### src/design/tbp_pkg.sv
package tbp_pkg;
   // register indices; the bus byte address is four times the index
   localparam logic [7:0] IDX_COUNT_HIGH    = 8'h2e;
   localparam logic [7:0] IDX_COUNT_LOW     = 8'h2f;
   localparam logic [7:0] IDX_RESERVED      = 8'h30;
   localparam logic [7:0] IDX_BIT_SELECT    = 8'h31;
   localparam logic [7:0] IDX_GROUP_PRBS    = 8'h32;
   localparam logic [7:0] IDX_PIN_DRIVER_EN = 8'h33;
   localparam logic [7:0] IDX_PIN_LEVELS    = 8'h34;
   localparam logic [7:0] IDX_BUS_STATUS    = 8'h35;

   // reset values
   localparam logic [7:0] RST_BIT_SELECT    = 8'h00;
   localparam logic [7:0] RST_GROUP_PRBS    = 8'h00;
   localparam logic [7:0] RST_PIN_DRIVER_EN = 8'h80;
   localparam logic [7:0] RST_PIN_LEVELS    = 8'h00;
   localparam logic [7:0] RST_RESERVED      = 8'h00;

   // field positions
   localparam int BIT_SEL_MSB   = 2;
   localparam int GRP_SEL_MSB   = 4;
   localparam int POS_PRBS15    = 5;
   localparam int POS_PRBS9     = 6;
   localparam int POS_FLIP      = 7;
   localparam int POS_LINE_EN   = 7;
   localparam int POS_USE_IO    = 7;
   localparam int PIN_LSB       = 1;
   localparam int PIN_MSB       = 6;
   localparam int PINS          = 6;
   localparam int LIMITED_PINS  = 4;

   // aux-two selection code that routes the probe bit
   localparam logic [3:0] AUX_SEL_PROBE = 4'hf;

   // flipped parallel-port order, pin 6 down to pin 1
   localparam int FLIP_P6 = 4;
   localparam int FLIP_P5 = 3;
   localparam int FLIP_P4 = 2;
   localparam int FLIP_P3 = 6;
   localparam int FLIP_P2 = 5;
   localparam int FLIP_P1 = 0;

   // pseudo-random generators and seeds
   localparam logic [8:0]  PRBS9_SEED  = 9'h1ff;
   localparam logic [14:0] PRBS15_SEED = 15'h7fff;

   // axi responses
   localparam logic [1:0] RESP_OKAY   = 2'b00;
   localparam logic [1:0] RESP_SLVERR = 2'b10;
endpackage : tbp_pkg

### src/design/tbp_test_port.sv
`timescale 1ns/1ps
// Behaviour
// low byte of the running timer count reads back, read only
// offset 30h is reserved and always reads zero
// three-bit selector picks the probe bit driven on the multipurpose pin
// aux-two selection all ones also routes the probe bit to aux pin two
// flip bit reorders probe bus onto pins as bits 4,3,2,6,5,0
// prbs9 bit arms the prbs9 sequence; transmit command starts it
// prbs15 bit arms the prbs15 sequence; transmit command starts it
// software sets up transmit registers before arming a sequence
// five-bit selector picks the probe group for pins and status byte
// serial line enable clear disables the serial aux lines; resets set
// six pin driver enables turn on each test data pin separately
// enable bit 1 drives data pin 1, bit 5 drives data pin 5
// with spi host only data pins 1 to 4 may drive
// with uart host and line enable set only pins 1 to 4 drive
// use-as-io makes the port general io under a serial host
// pin value field gives driven levels, only where enable bit is set
// use-as-io set: pin value byte reads the real pin levels
// use-as-io clear: pin value byte reads the stored value
// status byte shows the live selected probe group
// high byte of the timer count reads at its own offset
// reserved bits ignore writes and read zero
module tbp_test_port #(
   parameter int ADDR_WIDTH = 8,
   parameter int NUM_GROUPS = 32
) (
   // clock and reset
   input  wire logic                    aclk,
   input  wire logic                    aresetn,
   // axi4-lite write address
   input  wire logic [ADDR_WIDTH-1:0]   s_axi_awaddr,
   input  wire logic                    s_axi_awvalid,
   output logic                         s_axi_awready,
   // axi4-lite write data
   input  wire logic [31:0]             s_axi_wdata,
   input  wire logic [3:0]              s_axi_wstrb,
   input  wire logic                    s_axi_wvalid,
   output logic                         s_axi_wready,
   // axi4-lite write response
   output logic [1:0]                   s_axi_bresp,
   output logic                         s_axi_bvalid,
   input  wire logic                    s_axi_bready,
   // axi4-lite read
   input  wire logic [ADDR_WIDTH-1:0]   s_axi_araddr,
   input  wire logic                    s_axi_arvalid,
   output logic                         s_axi_arready,
   output logic [31:0]                  s_axi_rdata,
   output logic [1:0]                   s_axi_rresp,
   output logic                         s_axi_rvalid,
   input  wire logic                    s_axi_rready,
   // core side
   input  wire logic [15:0]             timer_count,
   input  wire logic [NUM_GROUPS*8-1:0] probe_groups,
   input  wire logic [3:0]              aux_two_analog_selection,
   input  wire logic                    host_if_spi,
   input  wire logic                    host_if_uart,
   input  wire logic                    host_if_i2c,
   input  wire logic                    transmit_cmd,
   // prbs transmit stream
   output logic                         prbs_tx_active,
   output logic                         prbs_tx_bit,
   // test pins
   output logic                         multipurpose_output_pin,
   output logic                         auxiliary_pin_two_out,
   output logic                         auxiliary_pin_two_oe,
   output logic                         serial_aux_lines_en,
   input  wire logic [5:0]              test_pin_in,
   output logic [5:0]                   test_pin_out,
   output logic [5:0]                   test_pin_oe
);

   if (ADDR_WIDTH < 8 || ADDR_WIDTH > 32) begin : g_bad_addr_width
      $error("ADDR_WIDTH must lie between 8 and 32");
   end
   if (NUM_GROUPS < 1 || NUM_GROUPS > 32) begin : g_bad_num_groups
      $error("NUM_GROUPS must lie between 1 and 32");
   end

   ////////////////////////////////////////////////////////////////////////////
   // registers and internal state

   logic [2:0]              bit_sel_q;
   logic                    flip_q;
   logic                    prbs9_en_q;
   logic                    prbs15_en_q;
   logic [4:0]              grp_sel_q;
   logic                    line_en_q;
   logic [5:0]              pin_en_q;
   logic                    use_io_q;
   logic [5:0]              pin_val_q;
   logic [5:0]              pin_meta_q;
   logic [5:0]              pin_sync_q;
   logic [7:0]              status_q;
   logic [8:0]              lfsr9_q;
   logic [14:0]             lfsr15_q;
   logic [ADDR_WIDTH-1:0]   awaddr_q;
   logic [31:0]             wdata_q;
   logic [3:0]              wstrb_q;
   logic [7:0]              group_byte;
   logic [5:0]              mapped;
   logic [5:0]              pin_allow;
   logic                    serial_host;
   logic                    io_mode;
   logic                    wr_fire;
   logic                    wr_hit;
   logic [7:0]              wr_idx;
   logic [7:0]              rd_idx;
   logic [7:0]              rd_byte;
   logic                    rd_hit;

   ////////////////////////////////////////////////////////////////////////////
   // axi4-lite write path: address and data are taken in either order

   assign wr_fire = !s_axi_awready && !s_axi_wready && !s_axi_bvalid;
   assign wr_idx  = awaddr_q[ADDR_WIDTH-1:2] > (ADDR_WIDTH-2)'(8'hff) ? 8'hff
                    : 8'(awaddr_q[ADDR_WIDTH-1:2]);

   always_ff @(posedge aclk) begin
      if (!aresetn) begin
         s_axi_awready <= 1'b1;
         awaddr_q      <= '0;
      end else if (s_axi_awvalid && s_axi_awready) begin
         s_axi_awready <= 1'b0;
         awaddr_q      <= s_axi_awaddr;
      end else if (s_axi_bvalid && s_axi_bready) begin
         s_axi_awready <= 1'b1;
      end
   end

   always_ff @(posedge aclk) begin
      if (!aresetn) begin
         s_axi_wready <= 1'b1;
         wdata_q      <= '0;
         wstrb_q      <= '0;
      end else if (s_axi_wvalid && s_axi_wready) begin
         s_axi_wready <= 1'b0;
         wdata_q      <= s_axi_wdata;
         wstrb_q      <= s_axi_wstrb;
      end else if (s_axi_bvalid && s_axi_bready) begin
         s_axi_wready <= 1'b1;
      end
   end

   // read-only and reserved offsets accept the write and change nothing
   always_comb begin
      wr_hit = 1'b0;
      if (wr_idx >= tbp_pkg::IDX_COUNT_HIGH && wr_idx <= tbp_pkg::IDX_BUS_STATUS) begin
         wr_hit = 1'b1;
      end
   end

   always_ff @(posedge aclk) begin
      if (!aresetn) begin
         s_axi_bvalid <= 1'b0;
         s_axi_bresp  <= tbp_pkg::RESP_OKAY;
      end else if (wr_fire) begin
         s_axi_bvalid <= 1'b1;
         s_axi_bresp  <= wr_hit ? tbp_pkg::RESP_OKAY : tbp_pkg::RESP_SLVERR;
      end else if (s_axi_bready) begin
         s_axi_bvalid <= 1'b0;
      end
   end

   ////////////////////////////////////////////////////////////////////////////
   // software-written registers; only byte lane 0 carries data

   always_ff @(posedge aclk) begin
      if (!aresetn) begin
         bit_sel_q <= tbp_pkg::RST_BIT_SELECT[2:0];
      end else if (wr_fire && wstrb_q[0] && wr_idx == tbp_pkg::IDX_BIT_SELECT) begin
         bit_sel_q <= wdata_q[tbp_pkg::BIT_SEL_MSB:0];
      end
   end

   always_ff @(posedge aclk) begin
      if (!aresetn) begin
         flip_q      <= tbp_pkg::RST_GROUP_PRBS[tbp_pkg::POS_FLIP];
         prbs9_en_q  <= tbp_pkg::RST_GROUP_PRBS[tbp_pkg::POS_PRBS9];
         prbs15_en_q <= tbp_pkg::RST_GROUP_PRBS[tbp_pkg::POS_PRBS15];
         grp_sel_q   <= tbp_pkg::RST_GROUP_PRBS[4:0];
      end else if (wr_fire && wstrb_q[0] && wr_idx == tbp_pkg::IDX_GROUP_PRBS) begin
         flip_q      <= wdata_q[tbp_pkg::POS_FLIP];
         prbs9_en_q  <= wdata_q[tbp_pkg::POS_PRBS9];
         prbs15_en_q <= wdata_q[tbp_pkg::POS_PRBS15];
         grp_sel_q   <= wdata_q[tbp_pkg::GRP_SEL_MSB:0];
      end
   end

   always_ff @(posedge aclk) begin
      if (!aresetn) begin
         line_en_q <= tbp_pkg::RST_PIN_DRIVER_EN[tbp_pkg::POS_LINE_EN];
         pin_en_q  <= tbp_pkg::RST_PIN_DRIVER_EN[tbp_pkg::PIN_MSB:tbp_pkg::PIN_LSB];
      end else if (wr_fire && wstrb_q[0] && wr_idx == tbp_pkg::IDX_PIN_DRIVER_EN) begin
         line_en_q <= wdata_q[tbp_pkg::POS_LINE_EN];
         pin_en_q  <= wdata_q[tbp_pkg::PIN_MSB:tbp_pkg::PIN_LSB];
      end
   end

   always_ff @(posedge aclk) begin
      if (!aresetn) begin
         use_io_q  <= tbp_pkg::RST_PIN_LEVELS[tbp_pkg::POS_USE_IO];
         pin_val_q <= tbp_pkg::RST_PIN_LEVELS[tbp_pkg::PIN_MSB:tbp_pkg::PIN_LSB];
      end else if (wr_fire && wstrb_q[0] && wr_idx == tbp_pkg::IDX_PIN_LEVELS) begin
         use_io_q  <= wdata_q[tbp_pkg::POS_USE_IO];
         pin_val_q <= wdata_q[tbp_pkg::PIN_MSB:tbp_pkg::PIN_LSB];
      end
   end

   ////////////////////////////////////////////////////////////////////////////
   // probe bus selection and pin mapping

   // a selector beyond the built groups shows zero rather than wrapping
   always_comb begin
      group_byte = 8'h00;
      if (int'(grp_sel_q) < NUM_GROUPS) begin
         group_byte = probe_groups[grp_sel_q*8 +: 8];
      end
   end

   always_comb begin
      if (flip_q) begin
         mapped = {group_byte[tbp_pkg::FLIP_P6], group_byte[tbp_pkg::FLIP_P5],
                   group_byte[tbp_pkg::FLIP_P4], group_byte[tbp_pkg::FLIP_P3],
                   group_byte[tbp_pkg::FLIP_P2], group_byte[tbp_pkg::FLIP_P1]};
      end else begin
         mapped = group_byte[5:0];
      end
   end

   // pins 5 and 6 double as host lines under spi or uart with line enable
   assign serial_host = host_if_spi || host_if_uart || host_if_i2c;
   assign io_mode     = use_io_q && serial_host;
   always_comb begin
      pin_allow = '1;
      if (host_if_spi || (host_if_uart && line_en_q)) begin
         pin_allow = 6'((1 << tbp_pkg::LIMITED_PINS) - 1);
      end
   end

   always_ff @(posedge aclk) begin
      if (!aresetn) begin
         test_pin_out <= '0;
         test_pin_oe  <= '0;
      end else begin
         test_pin_out <= io_mode ? pin_val_q : mapped;
         test_pin_oe  <= pin_en_q & pin_allow;
      end
   end

   always_ff @(posedge aclk) begin
      if (!aresetn) begin
         multipurpose_output_pin <= 1'b0;
         auxiliary_pin_two_out   <= 1'b0;
         auxiliary_pin_two_oe    <= 1'b0;
         serial_aux_lines_en     <= 1'b0;
      end else begin
         multipurpose_output_pin <= group_byte[bit_sel_q];
         auxiliary_pin_two_out   <= group_byte[bit_sel_q];
         auxiliary_pin_two_oe    <= aux_two_analog_selection == tbp_pkg::AUX_SEL_PROBE;
         serial_aux_lines_en     <= line_en_q;
      end
   end

   ////////////////////////////////////////////////////////////////////////////
   // pin level synchroniser and live status capture

   always_ff @(posedge aclk) begin
      if (!aresetn) begin
         pin_meta_q <= '0;
         pin_sync_q <= '0;
      end else begin
         pin_meta_q <= test_pin_in;
         pin_sync_q <= pin_meta_q;
      end
   end

   always_ff @(posedge aclk) begin
      if (!aresetn) begin
         status_q <= 8'h00;
      end else begin
         status_q <= group_byte;
      end
   end

   ////////////////////////////////////////////////////////////////////////////
   // prbs generators: armed by the enable bits, started by transmit

   // both armed: prbs9 wins; the stream stops only when both arm bits clear
   always_ff @(posedge aclk) begin
      if (!aresetn) begin
         prbs_tx_active <= 1'b0;
      end else if (!prbs9_en_q && !prbs15_en_q) begin
         prbs_tx_active <= 1'b0;
      end else if (transmit_cmd) begin
         prbs_tx_active <= 1'b1;
      end
   end

   always_ff @(posedge aclk) begin
      if (!aresetn || !prbs9_en_q) begin
         lfsr9_q <= tbp_pkg::PRBS9_SEED;
      end else if (prbs_tx_active) begin
         lfsr9_q <= {lfsr9_q[7:0], lfsr9_q[8] ^ lfsr9_q[4]};
      end
   end

   always_ff @(posedge aclk) begin
      if (!aresetn || !prbs15_en_q) begin
         lfsr15_q <= tbp_pkg::PRBS15_SEED;
      end else if (prbs_tx_active) begin
         lfsr15_q <= {lfsr15_q[13:0], lfsr15_q[14] ^ lfsr15_q[13]};
      end
   end

   always_ff @(posedge aclk) begin
      if (!aresetn) begin
         prbs_tx_bit <= 1'b0;
      end else if (!prbs_tx_active || (!prbs9_en_q && !prbs15_en_q)) begin
         // falls with the active flag, else a seed bit would leak one idle cycle
         prbs_tx_bit <= 1'b0;
      end else begin
         prbs_tx_bit <= prbs9_en_q ? lfsr9_q[8] : lfsr15_q[14];
      end
   end

   ////////////////////////////////////////////////////////////////////////////
   // axi4-lite read path

   assign rd_idx = s_axi_araddr[ADDR_WIDTH-1:2] > (ADDR_WIDTH-2)'(8'hff) ? 8'hff
                   : 8'(s_axi_araddr[ADDR_WIDTH-1:2]);

   always_comb begin
      rd_byte = 8'h00;
      rd_hit  = 1'b1;
      if (rd_idx == tbp_pkg::IDX_COUNT_HIGH) begin
         rd_byte = timer_count[15:8];
      end else if (rd_idx == tbp_pkg::IDX_COUNT_LOW) begin
         rd_byte = timer_count[7:0];
      end else if (rd_idx == tbp_pkg::IDX_RESERVED) begin
         rd_byte = tbp_pkg::RST_RESERVED;
      end else if (rd_idx == tbp_pkg::IDX_BIT_SELECT) begin
         rd_byte = {5'h00, bit_sel_q};
      end else if (rd_idx == tbp_pkg::IDX_GROUP_PRBS) begin
         rd_byte = {flip_q, prbs9_en_q, prbs15_en_q, grp_sel_q};
      end else if (rd_idx == tbp_pkg::IDX_PIN_DRIVER_EN) begin
         rd_byte = {line_en_q, pin_en_q, 1'b0};
      end else if (rd_idx == tbp_pkg::IDX_PIN_LEVELS) begin
         rd_byte = {use_io_q, use_io_q ? pin_sync_q : pin_val_q, 1'b0};
      end else if (rd_idx == tbp_pkg::IDX_BUS_STATUS) begin
         rd_byte = status_q;
      end else begin
         rd_hit = 1'b0;
      end
   end

   always_ff @(posedge aclk) begin
      if (!aresetn) begin
         s_axi_arready <= 1'b1;
         s_axi_rvalid  <= 1'b0;
         s_axi_rdata   <= '0;
         s_axi_rresp   <= tbp_pkg::RESP_OKAY;
      end else if (s_axi_arvalid && s_axi_arready) begin
         s_axi_arready <= 1'b0;
         s_axi_rvalid  <= 1'b1;
         s_axi_rdata   <= {24'h000000, rd_byte};
         s_axi_rresp   <= rd_hit ? tbp_pkg::RESP_OKAY : tbp_pkg::RESP_SLVERR;
      end else if (s_axi_rvalid && s_axi_rready) begin
         s_axi_arready <= 1'b1;
         s_axi_rvalid  <= 1'b0;
      end
   end

endmodule // tbp_test_port

### config.mk
export PLATFORM = sky130hd
export DESIGN_NAME = tbp_test_port
export DESIGN_NICKNAME = d
export VERILOG_FILES = /design/src/design/tbp_pkg.sv /design/src/design/tbp_test_port.sv
export SDC_FILE = /design/constraint.sdc
export NUM_CORES = 1
export LEC_CHECK = 0
export BUFFER_PORTS_ARGS = -buffer_cell sky130_fd_sc_hd__buf_2
export CORE_AREA = 2 2 156 158
export DETAILED_ROUTE_END_ITERATION = 10
export DIE_AREA = 0 0 158 160
export PLACE_DENSITY = 0.64
export SYNTH_ARGS = -nofsm -noshare
export SYNTH_HDL_FRONTEND = slang
export SYNTH_SLANG_ARGS = --single-unit
export TNS_END_PERCENT = 50
### constraint.sdc
create_clock -name aclk -period 2.2 [get_ports aclk]
set_clock_uncertainty 0.15 [all_clocks]
set_input_delay 0 -clock aclk [delete_from_list [all_inputs] [get_ports aclk]]
set_output_delay 0 -clock aclk [all_outputs]
set_load 0.01 [all_outputs]
Word level (Yosys, flattened, before mapping)
Cells that the tools add are included.
Cells by class
  order comparisons: 5
  equal/unequal tests: 13
  shift operators: 1
  muxes and demuxes: 37
  bitwise gates (word level): 4
  reductions and logical operators: 35
Operators with widths (number)
  256-bit by 9-bit variable part select with 8-bit output: 1
  8-bit by 6-bit == test with 1-bit output (second input constant): 12
  8-bit two-way mux: 10
  6-bit two-way mux: 4
  1-bit two-way mux: 20
  1-bit logical AND: 16
  6-bit greater-than comparator (second input constant): 2
  8-bit by 6-bit greater-or-equal comparator with 1-bit output (second input constant): 1
  8-bit by 6-bit less-or-equal comparator with 1-bit output (second input constant): 1
  2-bit nonzero test: 4
  1-bit logical NOT: 7
  6-bit AND: 1
  1-bit logical OR: 6
  4-bit == test (second input constant): 1
  3-bit by 4-bit < comparator with 1-bit output (second input constant): 1
  2-bit two-way mux: 2
  2-bit OR reduction: 2
  1-bit binary-select mux with 3-bit select: 1
  1-bit bitwise XOR: 2
  1-bit NOT: 1
Storage, ports and cells
  flip-flop bits (word level): 120
  input bits: 345
  output and inout bits: 59
  logic and storage cells: 127

Longest topological paths before layout
Gate-level depths: netlist of the first run.
  depth in word-level cells: 12
  gate-level depth with buffers: 11
  gate-level depth less buffers: 7

Worst setup path after synthesis of the first run
Ideal clock, no wire load.
  kind: register -> register
  start point: reg grp_sel_q[0]
  end point: reg auxiliary_pin_two_out
  library setup time: 0.128 ns
  arrival: 1.970 ns
  required time: 1.922 ns
  setup slack: -0.048 ns
  cell stages (with the launch flop): 10
  path buffers: 2
  period minus slack after synthesis: 2.248 ns
  path through: dfxtp_1 buf_6 buf_4 mux4_1 a221oi_1 o21ai_1 o21ai_2 mux2i_1 nor3_1 nor4b_2
On the way
  longest elaborated chain between the ends: 3
Ends and longest elaborated chain
  start, declared: line tbp_test_port.sv:87  | logic [4:0] grp_sel_q;
  start signal, assigned: line tbp_test_port.sv:181  | grp_sel_q <= tbp_pkg::RST_GROUP_PRBS[4:0];
  start signal, assigned: line tbp_test_port.sv:186  | grp_sel_q <= wdata_q[tbp_pkg::GRP_SEL_MSB:0];
  256-bit by 9-bit variable part select with 8-bit output: line tbp_test_port.sv:217  | group_byte = probe_groups[grp_sel_q*8 +: 8];
  1-bit binary-select mux with 3-bit select: line tbp_test_port.sv:259  | auxiliary_pin_two_out <= group_byte[bit_sel_q];
  1-bit two-way mux (not written as such): line tbp_test_port.sv:259
  end signal, assigned: line tbp_test_port.sv:259
  end, declared: line tbp_test_port.sv:65  | output logic auxiliary_pin_two_out,
Every way passes these cells. The select of a mux whose other input is x is not followed.
A chain may end at the register's enable or synchronous reset.

Worst setup path after layout of the first run
Ends and elaborated chain as after synthesis.

==> summary by stage, run 1 <==
STA
The achievable clock frequency is 421 MHz. The number of hold violations in the final report was 0. Setup repair after global routing could not meet its margin everywhere. The final sum of negative setup slack is -0.600 ns. The total setup violations reported at the end of the flow is 9. The final max-slew violation count was 0.

Dividing the final minimum period by the clock period gives 1.08. For the pin with the worst max-slew slack, the measured transition is 0.500 ns. The relative slew slack is 0.667.

The final critical delay including setup and external delays is 2.37 ns. The final setup slack of the worst path is -0.174 ns.

Power
Of the total power, registers draw 0.389. The leakage power is 4.62 nW. The combinational cell fraction of total power is 0.138. Of the total power, the share spent switching nets is 0.233.

The total internal power is 4.35 mW. The worst vdd rail ir drop is 0.519 mV. The part of the power in the clock network is 0.473. Summed over all nets, the switching power comes to 1.32 mW. Summing internal, switching and leakage power gives 5.67 mW.

Power spread over the standard cell area amounts to 530 nW/um^2.

Critical path
The critical path startpoint category is a flip-flop. The type of element capturing the critical path is a flip-flop. For the worst setup path, the data arrival time is 2.53 ns. The critical path data required time is 2.35 ns. The buffer and inverter count on the worst path is 2. The maximum fanout count along the critical path is 8. The critical-path cell with the highest stage delay is sky130_fd_sc_hd__mux4_2. The family with the most delay on the worst path is multiplexers. For this run, the slowest stage of the critical path takes 0.56 ns. The setup path with the least slack is of type reg -> reg. Walking the worst path, the cells encountered are buf_4 -> buf_12 -> mux4_2 -> a221oi_2 -> o21ai_1 -> o21ai_2 -> mux2i_1 -> nor3_1 -> nor4b_2.

Die
The die footprint is 25300 sq um. The number of placement rows is 57. The y dimension of the die is 160 microns. 404 I/O pins were placed. The initial utilization of the core area, before any placement, comes to 0.294.

Measured along the x axis, the die boundary spans 158 microns. After floorplanning, the core was sized to cover 23800 sq um.

Clock tree
The clock latency on the worst-skew pair is 0.42 ns. The number of CTS-inserted buffers is 17. The clock transition at the register clock pins on the worst setup and hold paths after CTS is 0.06 ns. The H-tree was split into 4 levels. The number of buffers between clock root and the deepest sink is 2. The clock drives 116 sinks. The cell sitting at the root of the clock tree is a sky130_fd_sc_hd__clkbuf_16. TritonCTS built the clock tree.

Global routing
The first global-routing pass estimated 41.1 mm of wire. The overall fraction of global-route tracks in use is 0.217. The initial antenna violation count is 12.

The largest net degree at the start of global routing is 34. The number of global-route vias before repair came to 7397. Summed over all layers, the global routing overflow is 0.

Placement
The detailed placer's ending HPWL is 22.5 mm. The number of buffers inserted by port buffering is 346. Routability-driven placement finished with a final weighted congestion of 0.956. Prior to clock tree synthesis, the placed netlist has a worst setup slack of -0.281 ns. The placed instances occupy a cell area of 9250 sq um.

Yosys
The number of warnings reported in the yosys synthesis log is 0. Counting distinct cell types in the post-synthesis netlist gives 63. The count of mapped cells out of synthesis is 713.

The dominant register cell in the synthesized netlist is sky130_fd_sc_hd__dfxtp_1. The mapped netlist covers 7010 sq um. The synthesized design contains 116 register bits. The number of flops mapped to enable cells by yosys is 0. For this run, asynchronously set or reset flops after synthesis account for 0. The proportion of synthesized chip area in sequential cells is 0.331. The synthesized area per cell is 9.83 sq um.

Cells and area
The share of layout cells above drive strength 1 is 0.475. The area growth from synthesis to layout is 52.8%. Fill cells in the final layout number 2306.

Summing all non-filler instances in the final layout gives an area of 10700 sq um. The post-layout net count is 1497.

Detailed routing
The number of vias per cell after detailed routing is 4.88. The DRC violation count after routing is 0. The routed layout has 7290 vias.

Once detail routing completed, the nets flagged for antenna violations numbered 0. In the final routed layout, each cell accounts on average for 18.7 microns. The final wirelength is 27.9 mm. For this run, the detailed router's first-pass iteration total came to 4. For this block, the initial DRC count from the detailed router was 406.

Run status
The final reports fail on setup timing. The flow ran to the end, but the final reports show violations.

Min path
The class of the tightest hold or removal check is in -> reg.

Run
The tool flagged a number of max-cap violations equal to 0.
==> power by group through the flow <==
stage                     Clock (mW)  Combinational [mW]  Sequential (mW)
after floorplan                    0               0.305             2.24
after global placement             0               0.667             2.25
after detailed placement           0               0.673             2.25
after CTS                       2.73               0.764             2.21
after global routing            2.84               0.851             2.21
final                           2.68               0.782             2.21
==> sequential cells by signal (all words and copies together) (netlist names), 3 cells and up <==
| name | flops |
|---|---|
| awaddr_q | 6 |
| bit_sel_q | 3 |
| grp_sel_q | 5 |
| lfsr15_q | 15 |
| lfsr9_q | 9 |
| pin_en_q | 6 |
| pin_meta_q | 6 |
| pin_sync_q | 6 |
| pin_val_q | 6 |
| s_axi_rdata | 8 |
| status_q | 8 |
| test_pin_oe | 6 |
| test_pin_out | 6 |
| wdata_q | 8 |
==> worst min-delay path: stages <==
cell,delay [ns]
sky130_fd_sc_hd__buf_2,0.08
sky130_fd_sc_hd__nand2_1,0.24
sky130_fd_sc_hd__nand2_1,0.15
sky130_fd_sc_hd__a21oi_1,0.06
==> layer usage <==
metal	track usage	share of wire	up-vias
li1	-	-	3445
met1	0.261	0.41	3430
met2	0.361	0.48	345
met3	0.0643	0.072	68
met4	0.0893	0.039	2
met5	0	0.00047	-
==> per-stage QoR <==
stage / cells / hold slack, ns / utilization
6_report: 1495 / 0.0153 / 0.449
5_1_grt: 1492 / 0.0223 / 0.449
4_1_cts: 1481 / 0.0120 / 0.441
3_5_place_dp: 1387 / 0.0612 / 0.388
3_3_place_gp: 1387 / 0.0585 / 0.388
2_1_floorplan: 738 / -0.0492 / -
==> layout make-up <==
| class | instances | area (sq um) | area share |
|---|---|---|---|
| sequential | 116 | 2330 | 0.218 |
| timing repair buffer | 476 | 3010 | 0.281 |
| multi-input combinational | 536 | 4340 | 0.405 |
| antenna | 7 | 17.5 | 0.00164 |
| tap | 324 | 405 | 0.0379 |
| clock buffer | 21 | 472 | 0.0441 |
| inverter | 5 | 22.5 | 0.00210 |
| clock inverter | 10 | 105 | 0.00982 |
==> logic make-up after synthesis <==
| group | count (synthesis) | synth area share |
|---|---|---|
| other | 1 | 0.000535 |
| flip-flops | 116 | 0.331 |
| XOR/XNOR | 2 | 0.00250 |
| buffers and inverters | 86 | 0.0795 |
| AND/OR/NAND/NOR | 240 | 0.158 |
| AO/OA/AOI/OAI | 134 | 0.129 |
| multiplexers | 134 | 0.299 |
==> cell usage after synthesis, drive strengths merged (6+ instances only) <==
cell type  instances  area [sq um]
and2              29           181
a31oi              6          37.5
nor2b             10          70.1
nand3             13          70.1
mux2              13           150
mux2i             64           641
buf               51           422
nand2            108           405
dfxtp            116          2320
nor2              53           201
clkbuf            30           116
a21oi             52           264
nor3               8          40.0
a22oi              6          45.0
o21ai             29           153
mux4              57          1300
a221oi             7          86.3
==> cell usage in the layout, fill, tap and decap left out, drive strengths merged, types with 29 or more instances in the layout <==
| cell | count |
|---|---|
| dlygate4sd3 | 59 |
| nor2 | 53 |
| o21ai | 29 |
| a21oi | 52 |
| mux4 | 57 |
| dfxtp | 116 |
| and2 | 29 |
| buf | 417 |
| nand2 | 108 |
| mux2i | 64 |
==> what timing repair did <==
item,4_1_cts,5_1_grt
resized for setup,14,32
hold buffers,59,0
gates cloned,0,0
hold endpoints to repair,48,0
pin swaps,4,19
buffers inserted,4,7
setup endpoints to repair,13,19
==> path summary, 6_finish.rpt <==
kind                                                 from                          endpoint  slack (ns)  depth (start not counted)
worst max register to register  grp_sel_q[0]$_SDFFE_PN0P_  auxiliary_pin_two_out$_SDFF_PN0_       -0.17                          9
worst max-delay path            grp_sel_q[0]$_SDFFE_PN0P_  auxiliary_pin_two_out$_SDFF_PN0_       -0.17                          9
worst min-delay path                         s_axi_wvalid           wdata_q[4]$_SDFFE_PN0P_        0.02                          4
worst min register to register   pin_meta_q[3]$_SDFF_PN0_          pin_sync_q[3]$_SDFF_PN0_        0.28                          1
Power figures use the tool's default switching activity.
==> run 2, diff against run 1 <==
Settings changed: ABC_AREA set to 1, CORE_AREA 2 2 156 158 to unset, CORE_ASPECT_RATIO set to 1.25, CORE_UTILIZATION set to 30, DIE_AREA 0 0 158 160 to unset.
==> run 2 against run 1 <==
  * The run now ends clean
  * Clock-buffer cell count shrank 3
  * Worst hold slack better by 0.026 ns
  * Flip-flop and latch count is the same
  * Final area fell by 0.60%
  * Via count up 29%
  * Sequential share of layout area grew 0.12 points
  * Sequential power about the same
==> summary by stage, run 2 <==
Run status
The flow ran to the end, and the final reports show no timing, DRC or antenna violations.

Detailed routing
The violation count after the first detailed-route iteration came to 539 (+33%). The DRC violation count after routing is 0 (unchanged). The final wirelength is 30.3 mm (+8.6%). The via total after detailed routing was 9372 (+29%). The routed wire length per instance was 15.6 microns (-17%).

The number of antenna-violating nets in the routed design came to 0 (unchanged). The detailed-router iteration count before antenna repair is 5 (+1). The number of vias per cell after detailed routing is 4.80 (-1.5%).

Run
The number of max-cap violations is 0 (unchanged).

Placement
The number of buffers inserted by port buffering is 346 (unchanged). The detailed placer's ending HPWL is 22.3 mm (-1.2%). The placer congestion estimate came to 0.915 (-4.3%).

Yosys
The proportion of synthesized chip area in sequential cells is 0.319 (-0.0122). The synthesized area per cell is 5.99 sq um (-39%). The flip-flop and latch count after synthesis came to 116 (unchanged). The number of warnings reported in the yosys synthesis log is 0 (unchanged). The cell area after synthesis was 7270 sq um (+3.8%). The number of distinct library cells after synthesis was 29 (-54%). For this run, the leading register cell type out of synthesis is sky130_fd_sc_hd__dfxtp_1. The commonest cells after synthesis are 477 x sky130_fd_sc_hd__nand2_1, 242 x sky130_fd_sc_hd__nand3_1, 116 x sky130_fd_sc_hd__dfxtp_1.

The largest area contributor in the synthesized netlist is sky130_fd_sc_hd__dfxtp_1. The fraction of registers with async set or reset after synthesis was 0 (unchanged). The top cell type's share of synthesized area is 0.319 (-0.0122). Yosys attributes the largest share of cell area to sky130_fd_sc_hd__dfxtp_1 32%, sky130_fd_sc_hd__nand2_1 25%, sky130_fd_sc_hd__nand3_1 17%, sky130_fd_sc_hd__buf_4 4.1%, sky130_fd_sc_hd__a21oi_1 3.5%. The count of mapped cells out of synthesis is 1214 (+70%). The number of flops mapped to enable cells by yosys is 0 (unchanged).

The cell with the most instances after synthesis is sky130_fd_sc_hd__nand2_1.

STA
The minimum hold slack came to 0.0412 ns (+0.0259 ns). The transition time of the tightest slew-check pin is 1.17 ns (+0.670 ns). The final max-slew violation count was 0 (unchanged). The final critical delay including setup and external delays is 2.06 ns (-0.315 ns). The total setup violations reported at the end of the flow is 0 (-9). The number of hold violations in the final report is 0 (unchanged). Setup repair after global routing left no endpoint under its margin. The ratio of final minimum period to clock period came to 0.936 (-0.143). The relative slew slack is 0.213 (-0.453). The final sum of negative setup slack is 0 ns (+0.600 ns). The achievable clock frequency is 486 MHz (+15%).

Clock tree
The number of buffers between clock root and the deepest sink was 2 (unchanged). The number of CTS-inserted buffers came to 17 (unchanged). The CTS sink count is 116 (unchanged). The level count of the clock H-tree was 4 (unchanged). The clock transition at the register clock pins on the worst setup and hold paths after CTS is 0.06 ns (about the same).

CTS placed an instance of sky130_fd_sc_hd__clkbuf_16 at the clock tree root. The CTS tree is built. The clock latency on the worst-skew pair was 0.42 ns (about the same).

Cells and area
The largest registers in the layout are lfsr15_q x15, lfsr9_q x9. The share of layout cells above drive strength 1 is 0.267 (-0.208). The post-layout net count is 1950 (+30%). The number of flip-flops under the largest register name is 15 (unchanged). Ranked by flip-flop count, first place goes to lfsr15_q. The top cell types in the final layout, fill and taps aside, are 475 x sky130_fd_sc_hd__nand2_1, 346 x sky130_fd_sc_hd__buf_2, 242 x sky130_fd_sc_hd__nand3_1. The most common cell after layout, fill and taps aside is sky130_fd_sc_hd__nand2_1. Compared with the post-synthesis result, the final layout area differs by 46.3%.

Global routing
The number of global-route vias before repair was 8810 (+19%). The initial antenna violation count came to 7 (-5). The global-route congestion overflow total is 0 (unchanged).

The first-pass GRT wire length is 46.3 mm (+13%). The overall fraction of global-route tracks in use is 0.239 (+0.0217). The largest net degree at the start of global routing was 61 (+79%).

Die
The overall die width is 141 microns (-11%). The core area is 23700 sq um (-0.39%). The y dimension of the die is 176 microns (+10%). The effective utilization at floorplan is 0.307 (+0.0124). The number of placement rows is 63 (+11%).

The number of primary I/O pins is 404 (unchanged). The die footprint was 24900 sq um (-1.6%).

Critical path
The critical path data required time came to 2.34 ns (about the same). Among all stages on the critical path, the largest delay is contributed by sky130_fd_sc_hd__dlygate4sd3_1. The launching point of the worst reg2reg path is s_axi_arready$_SDFFE_PN1P_. The source of the critical timing path is aresetn. The worst setup path is of the in -> reg kind. The critical path data arrival time came to 2.20 ns (-0.33 ns). The critical path goes through dlygate4sd3_1 -> buf_2 -> inv_1 -> buf_4 -> a21oi_1 -> dlygate4sd3_1. The critical path startpoint category is a primary input.

The type of element capturing the critical path is a flip-flop. The library cell appearing most often on the critical path is sky130_fd_sc_hd__dlygate4sd3_1. The stage delay of the slowest cell on the critical path was 0.57 ns (about the same).

The maximum fanout count along the critical path is 16 (+8).

Power
The combinational cell fraction of total power is 0.139 (about the same). The total internal power is 4.22 mW (-2.9%). The power density normalized to cell area is 538 nW/um^2 (+1.5%). The net switching power came to 1.50 mW (+14%). The leakage power is 5.46 nW (+18%).

The part of the power in registers is 0.384 (-0.005). The part of the power in the clock network was 0.477 (+0.004). The share of total power consumed by net switching was 0.262 (+0.0291). The worst vdd rail ir drop is 0.642 mV (+24%).

Min path
The path class of the tightest hold or removal check is in -> reg. The startpoint of the most critical hold path is probe_groups[183].
==> run 2: what timing repair did <==
item                                    4_1_cts  5_1_grt
endpoints found under the setup margin        0        4
endpoints found under the hold margin        48        0
hold buffers                                 68        0
buffers inserted                              0        2
gates resized for setup                       0        6
==> run 2: path summary, 6_finish.rpt <==
kind | cells past startpoint | slack [ns] | to
worst min register to register | 2 | 0.27 | pin_sync_q[3]$_SDFF_PN0_
worst min-delay path | 9 | 0.04 | status_q[7]$_SDFF_PN0_
worst max-delay path | 6 | 0.14 | s_axi_rvalid$_SDFFE_PN0P_
worst max register to register | 6 | 0.17 | s_axi_rdata[7]$_SDFFE_PN0P_
==> run 2: layer usage <==
metal,part of all wire,vias up,track usage
met1,0.42,4211,0.290
met5,0,-,0
li1,-,4701,-
met2,0.49,399,0.412
met4,0.032,0,0.101
met3,0.063,61,0.0423
==> run 2: final cells by class <==
class | instances | area (sq um)
antenna | 8 | 20.0
sequential | 116 | 2330
multi-input combinational | 947 | 4210
timing repair buffer | 450 | 2810
inverter | 73 | 277
fill | 2517 | 13100
tap | 325 | 407
clock inverter | 14 | 138
clock buffer | 18 | 450
==> run 2: worst max-delay path, delay by kind of cell <==
family | cells | cell delay, ns
buffers and inverters | 5 | 2.13
AOI/OAI and AO/OA | 1 | 0.06
==> run 2: logic make-up (layout without fill, tap and decap cells) <==
kind of cell | Yosys count | count (layout) | share of synthesized area
simple gates | 792 | 792 | 0.464
other cells | 1 | 34 | 0.000516
compound gates | 129 | 129 | 0.0999
flops | 116 | 116 | 0.319
buf+inv | 176 | 555 | 0.116
==> run 2: power groups by stage <==
stage	combinational (mW)	sequential, mW	clock [mW]
finish	0.797	2.20	2.73
CTS	0.791	2.20	2.76
floorplan	0.320	2.25	0
detailed placement	0.690	2.24	0
global route	0.889	2.20	2.87
global placement	0.690	2.24	0
==> run 2: stage by stage <==
stage | instances | worst slack (ns) | utilization | cell area, sq um | total power, mW
4_1_cts | 1940 | 0.110 | 0.445 | 10600 | 5.75
2_1_floorplan | 1239 | 0.505 | - | 7370 | 2.57
3_5_place_dp | 1840 | 0.142 | 0.392 | 9290 | 2.93
5_1_grt | 1950 | 0.0223 | 0.448 | 10600 | 5.96
3_3_place_gp | 1840 | 0.128 | 0.392 | 9290 | 2.93
6_report | 1951 | 0.142 | 0.448 | 10600 | 5.72
==> run 3, diff against run 2 <==
Settings changed: PLACE_DENSITY 0.64 to unset.
==> run 3 against run 2 <==
  * Power grew 5.6%
  * Global-route usage shrank 0.62 points
  * Non-clock buffer count shrank 11
  * Register-to-register slack lost 0.02 ns
  * Sequential share of layout area is essentially flat
  * Core utilization grew 0.090 points
  * Clock-buffer cell count grew 5
  * First-iteration DRC count shrank 15%
  * Via count shrank 1.3%
==> summary by stage, run 3 (synthesis gave the netlist of run 2 again) <==
Power
The worst vdd rail ir drop is 0.818 mV (+27%). The power density normalized to cell area is 567 nW/um^2 (+5.4%). The leakage power is 5.48 nW (+0.32%).

Critical path
The critical path data required time is 2.33 ns (about the same). The critical path is of the in -> reg type. The critical path startpoint category is a primary input. The maximum fanout count along the critical path is 9 (-7). The signal on the critical path passes through dlygate4sd3_1 -> buf_2 -> o31ai_1 -> inv_1 -> nand2_1 -> a21oi_1. The logic depth of the worst register-to-register path is 8 (+2). STA classifies the critical path endpoint as a flip-flop. For this design, the slowest cell found on the critical path is sky130_fd_sc_hd__o31ai_1. The critical path data arrival time came to 2.23 ns (+0.03 ns). The stage delay of the slowest cell on the critical path is 1.08 ns (+0.51 ns).

Cells and area
The most common cell after layout, fill and taps aside is sky130_fd_sc_hd__nand2_1. The largest registers in the layout are lfsr15_q x15, lfsr9_q x9. The library cells used most frequently in the layout, excluding fill and tap cells, are 472 x sky130_fd_sc_hd__nand2_1, 346 x sky130_fd_sc_hd__buf_2, 241 x sky130_fd_sc_hd__nand3_1. The share of layout cells above drive strength 1 is 0.269 (+0.00183). The final design instance area without fill is 10700 sq um (+0.20%).

The number of flip-flops under the largest register name is 15 (unchanged). The post-layout net count was 1939 (-0.56%). The most flop-heavy register is lfsr15_q.

The area added between synthesis and finish is 46.5%.

Detailed routing
The final wirelength came to 30.3 mm (-0.19%). The number of vias per cell after detailed routing came to 4.78 (-0.50%). The via total after detailed routing is 9249 (-1.3%).

The routed wire length per instance is 15.7 microns (+0.63%). The number of antenna-violating nets in the routed design came to 0 (unchanged). The DRC violation count after routing is 0 (unchanged). The violation count after the first detailed-route iteration is 456 (-15%). The detailed-router iteration count before antenna repair is 5 (unchanged).

STA
The minimum hold slack is 0.0308 ns (-0.0103 ns). The transition time of the tightest slew-check pin is 1.35 ns (+0.177 ns). The achievable clock frequency was 474 MHz (-2.4%). The total setup violations reported at the end of the flow is 0 (unchanged). The ratio of final minimum period to clock period is 0.959 (+0.0232). The final max-slew violation count was 0 (unchanged). The final critical delay including setup and external delays is 2.11 ns (+0.0510 ns). The number of hold violations in the final report is 0 (unchanged). The relative slew slack is 0.0943 (-0.119).

Clock tree
The clock transition at the register clock pins on the worst setup and hold paths after CTS came to 0.06 ns (about the same). The number of CTS-inserted buffers is 17 (unchanged). Clock tree synthesis selected as its root buffer the cell sky130_fd_sc_hd__clkbuf_16.

The number of buffers between clock root and the deepest sink is 2 (unchanged). The CTS sink count is 116 (unchanged). The CTS tree is built. The clock latency on the worst-skew pair is 0.42 ns (about the same). The level count of the clock H-tree came to 4 (unchanged).

Global routing
The initial antenna violation count is 4 (-3). The global-route congestion overflow total was 0 (unchanged). The global routing's busiest layer is met2. The number of global-route vias before repair is 8627 (-2.1%).

The overall fraction of global-route tracks in use is 0.233 (-0.00615). The largest net degree at the start of global routing is 75 (+23%). The met2 usage is 0.413 (+0.000413). The global routing met1 resource utilization is 0.266 (-0.0249). The met3 track demand over resource in global routing is 0.0502 (+0.00787).

The first-pass GRT wire length is 44.5 mm (-3.9%).

Die
The number of primary I/O pins is 404 (unchanged). The y dimension of the die came to 176 microns (unchanged). The core area is 23700 sq um (unchanged). The overall die width is 141 microns (unchanged).

The number of placement rows is 63 (unchanged). The effective utilization at floorplan came to 0.307 (unchanged). The die footprint is 24900 sq um (unchanged).

Placement
The post-detailed-placement cell area is 9280 sq um (-0.19%). The placer congestion estimate came to 0.908 (-0.70%). The detailed placer's ending HPWL came to 22.2 mm (-0.46%). The number of buffers inserted by port buffering is 346 (unchanged).

Min path
The class of the tightest hold or removal check is in -> reg. The number of cells on the worst hold path came to 9 (unchanged).

Run status
The run finished with clean final reports.

Run
The number of max-cap violations is 0 (unchanged).
run 3: worst paths after layout:
path                                                from                           to  slack (ns)
worst min-delay path                    probe_groups[39]       status_q[7]$_SDFF_PN0_        0.03
worst min register to register  pin_meta_q[4]$_SDFF_PN0_     pin_sync_q[4]$_SDFF_PN0_        0.26
worst max-delay path                         host_if_spi   test_pin_out[2]$_SDFF_PN0_        0.09
worst max register to register     use_io_q$_SDFFE_PN0P_  s_axi_rdata[5]$_SDFFE_PN0P_        0.15
run 3: layer usage:
layer / share of wire / vias to the layer above / routed length (microns)
li1: - / 4675 / -
met3: 0.068 / 65 / 2060
met1: 0.41 / 4139 / 12300
met5: 0.00043 / - / 13
met2: 0.49 / 368 / 14800
met4: 0.035 / 2 / 1070
run 3: what timing repair did:
action / 4_1_cts / 5_1_grt
hold buffers: 60 / 0
gates resized for setup: 0 / 13
hold endpoints to repair: 43 / 0
endpoints found under the setup margin: 0 / 7
buffers inserted: 0 / 1
run 3: power breakdown:
group          total, mW  switching [mW]  internal, mW
logic              0.792           0.389         0.403
clock network       3.05           0.953          2.10
registers           2.20          0.0349          2.17
run 3: layout make-up:
type                    instances  area, sq um
repair buffers                439         2760
diodes                          3         7.51
multi-input cells             947         4220
flip-flops and latches        116         2330
fillers                      2516        13100
clock buffers                  23          478
clock inverters                 9          174
inverters                      73          285
well taps                     325          407
run 3: critical path: cells and delay by family:
kind | cells | cell delay, ns
AO/OA/AOI/OAI | 2 | 1.17
buffers and inverters | 3 | 0.90
AND/OR/NAND/NOR | 1 | 0.16
run 3: per-stage QoR:
step | utilization | worst slack, ns | total power, mW | cells | TNS, ns
floorplan | - | 0.505 | 2.57 | 1239 | 0
CTS | 0.444 | 0.0241 | 6.07 | 1928 | 0
detailed placement | 0.391 | 0.0682 | 2.94 | 1836 | 0
finish | 0.449 | 0.0907 | 6.04 | 1935 | 0
global placement | 0.391 | 0.0872 | 2.94 | 1836 | 0
global route | 0.449 | -0.00765 | 6.28 | 1935 | -0.00765
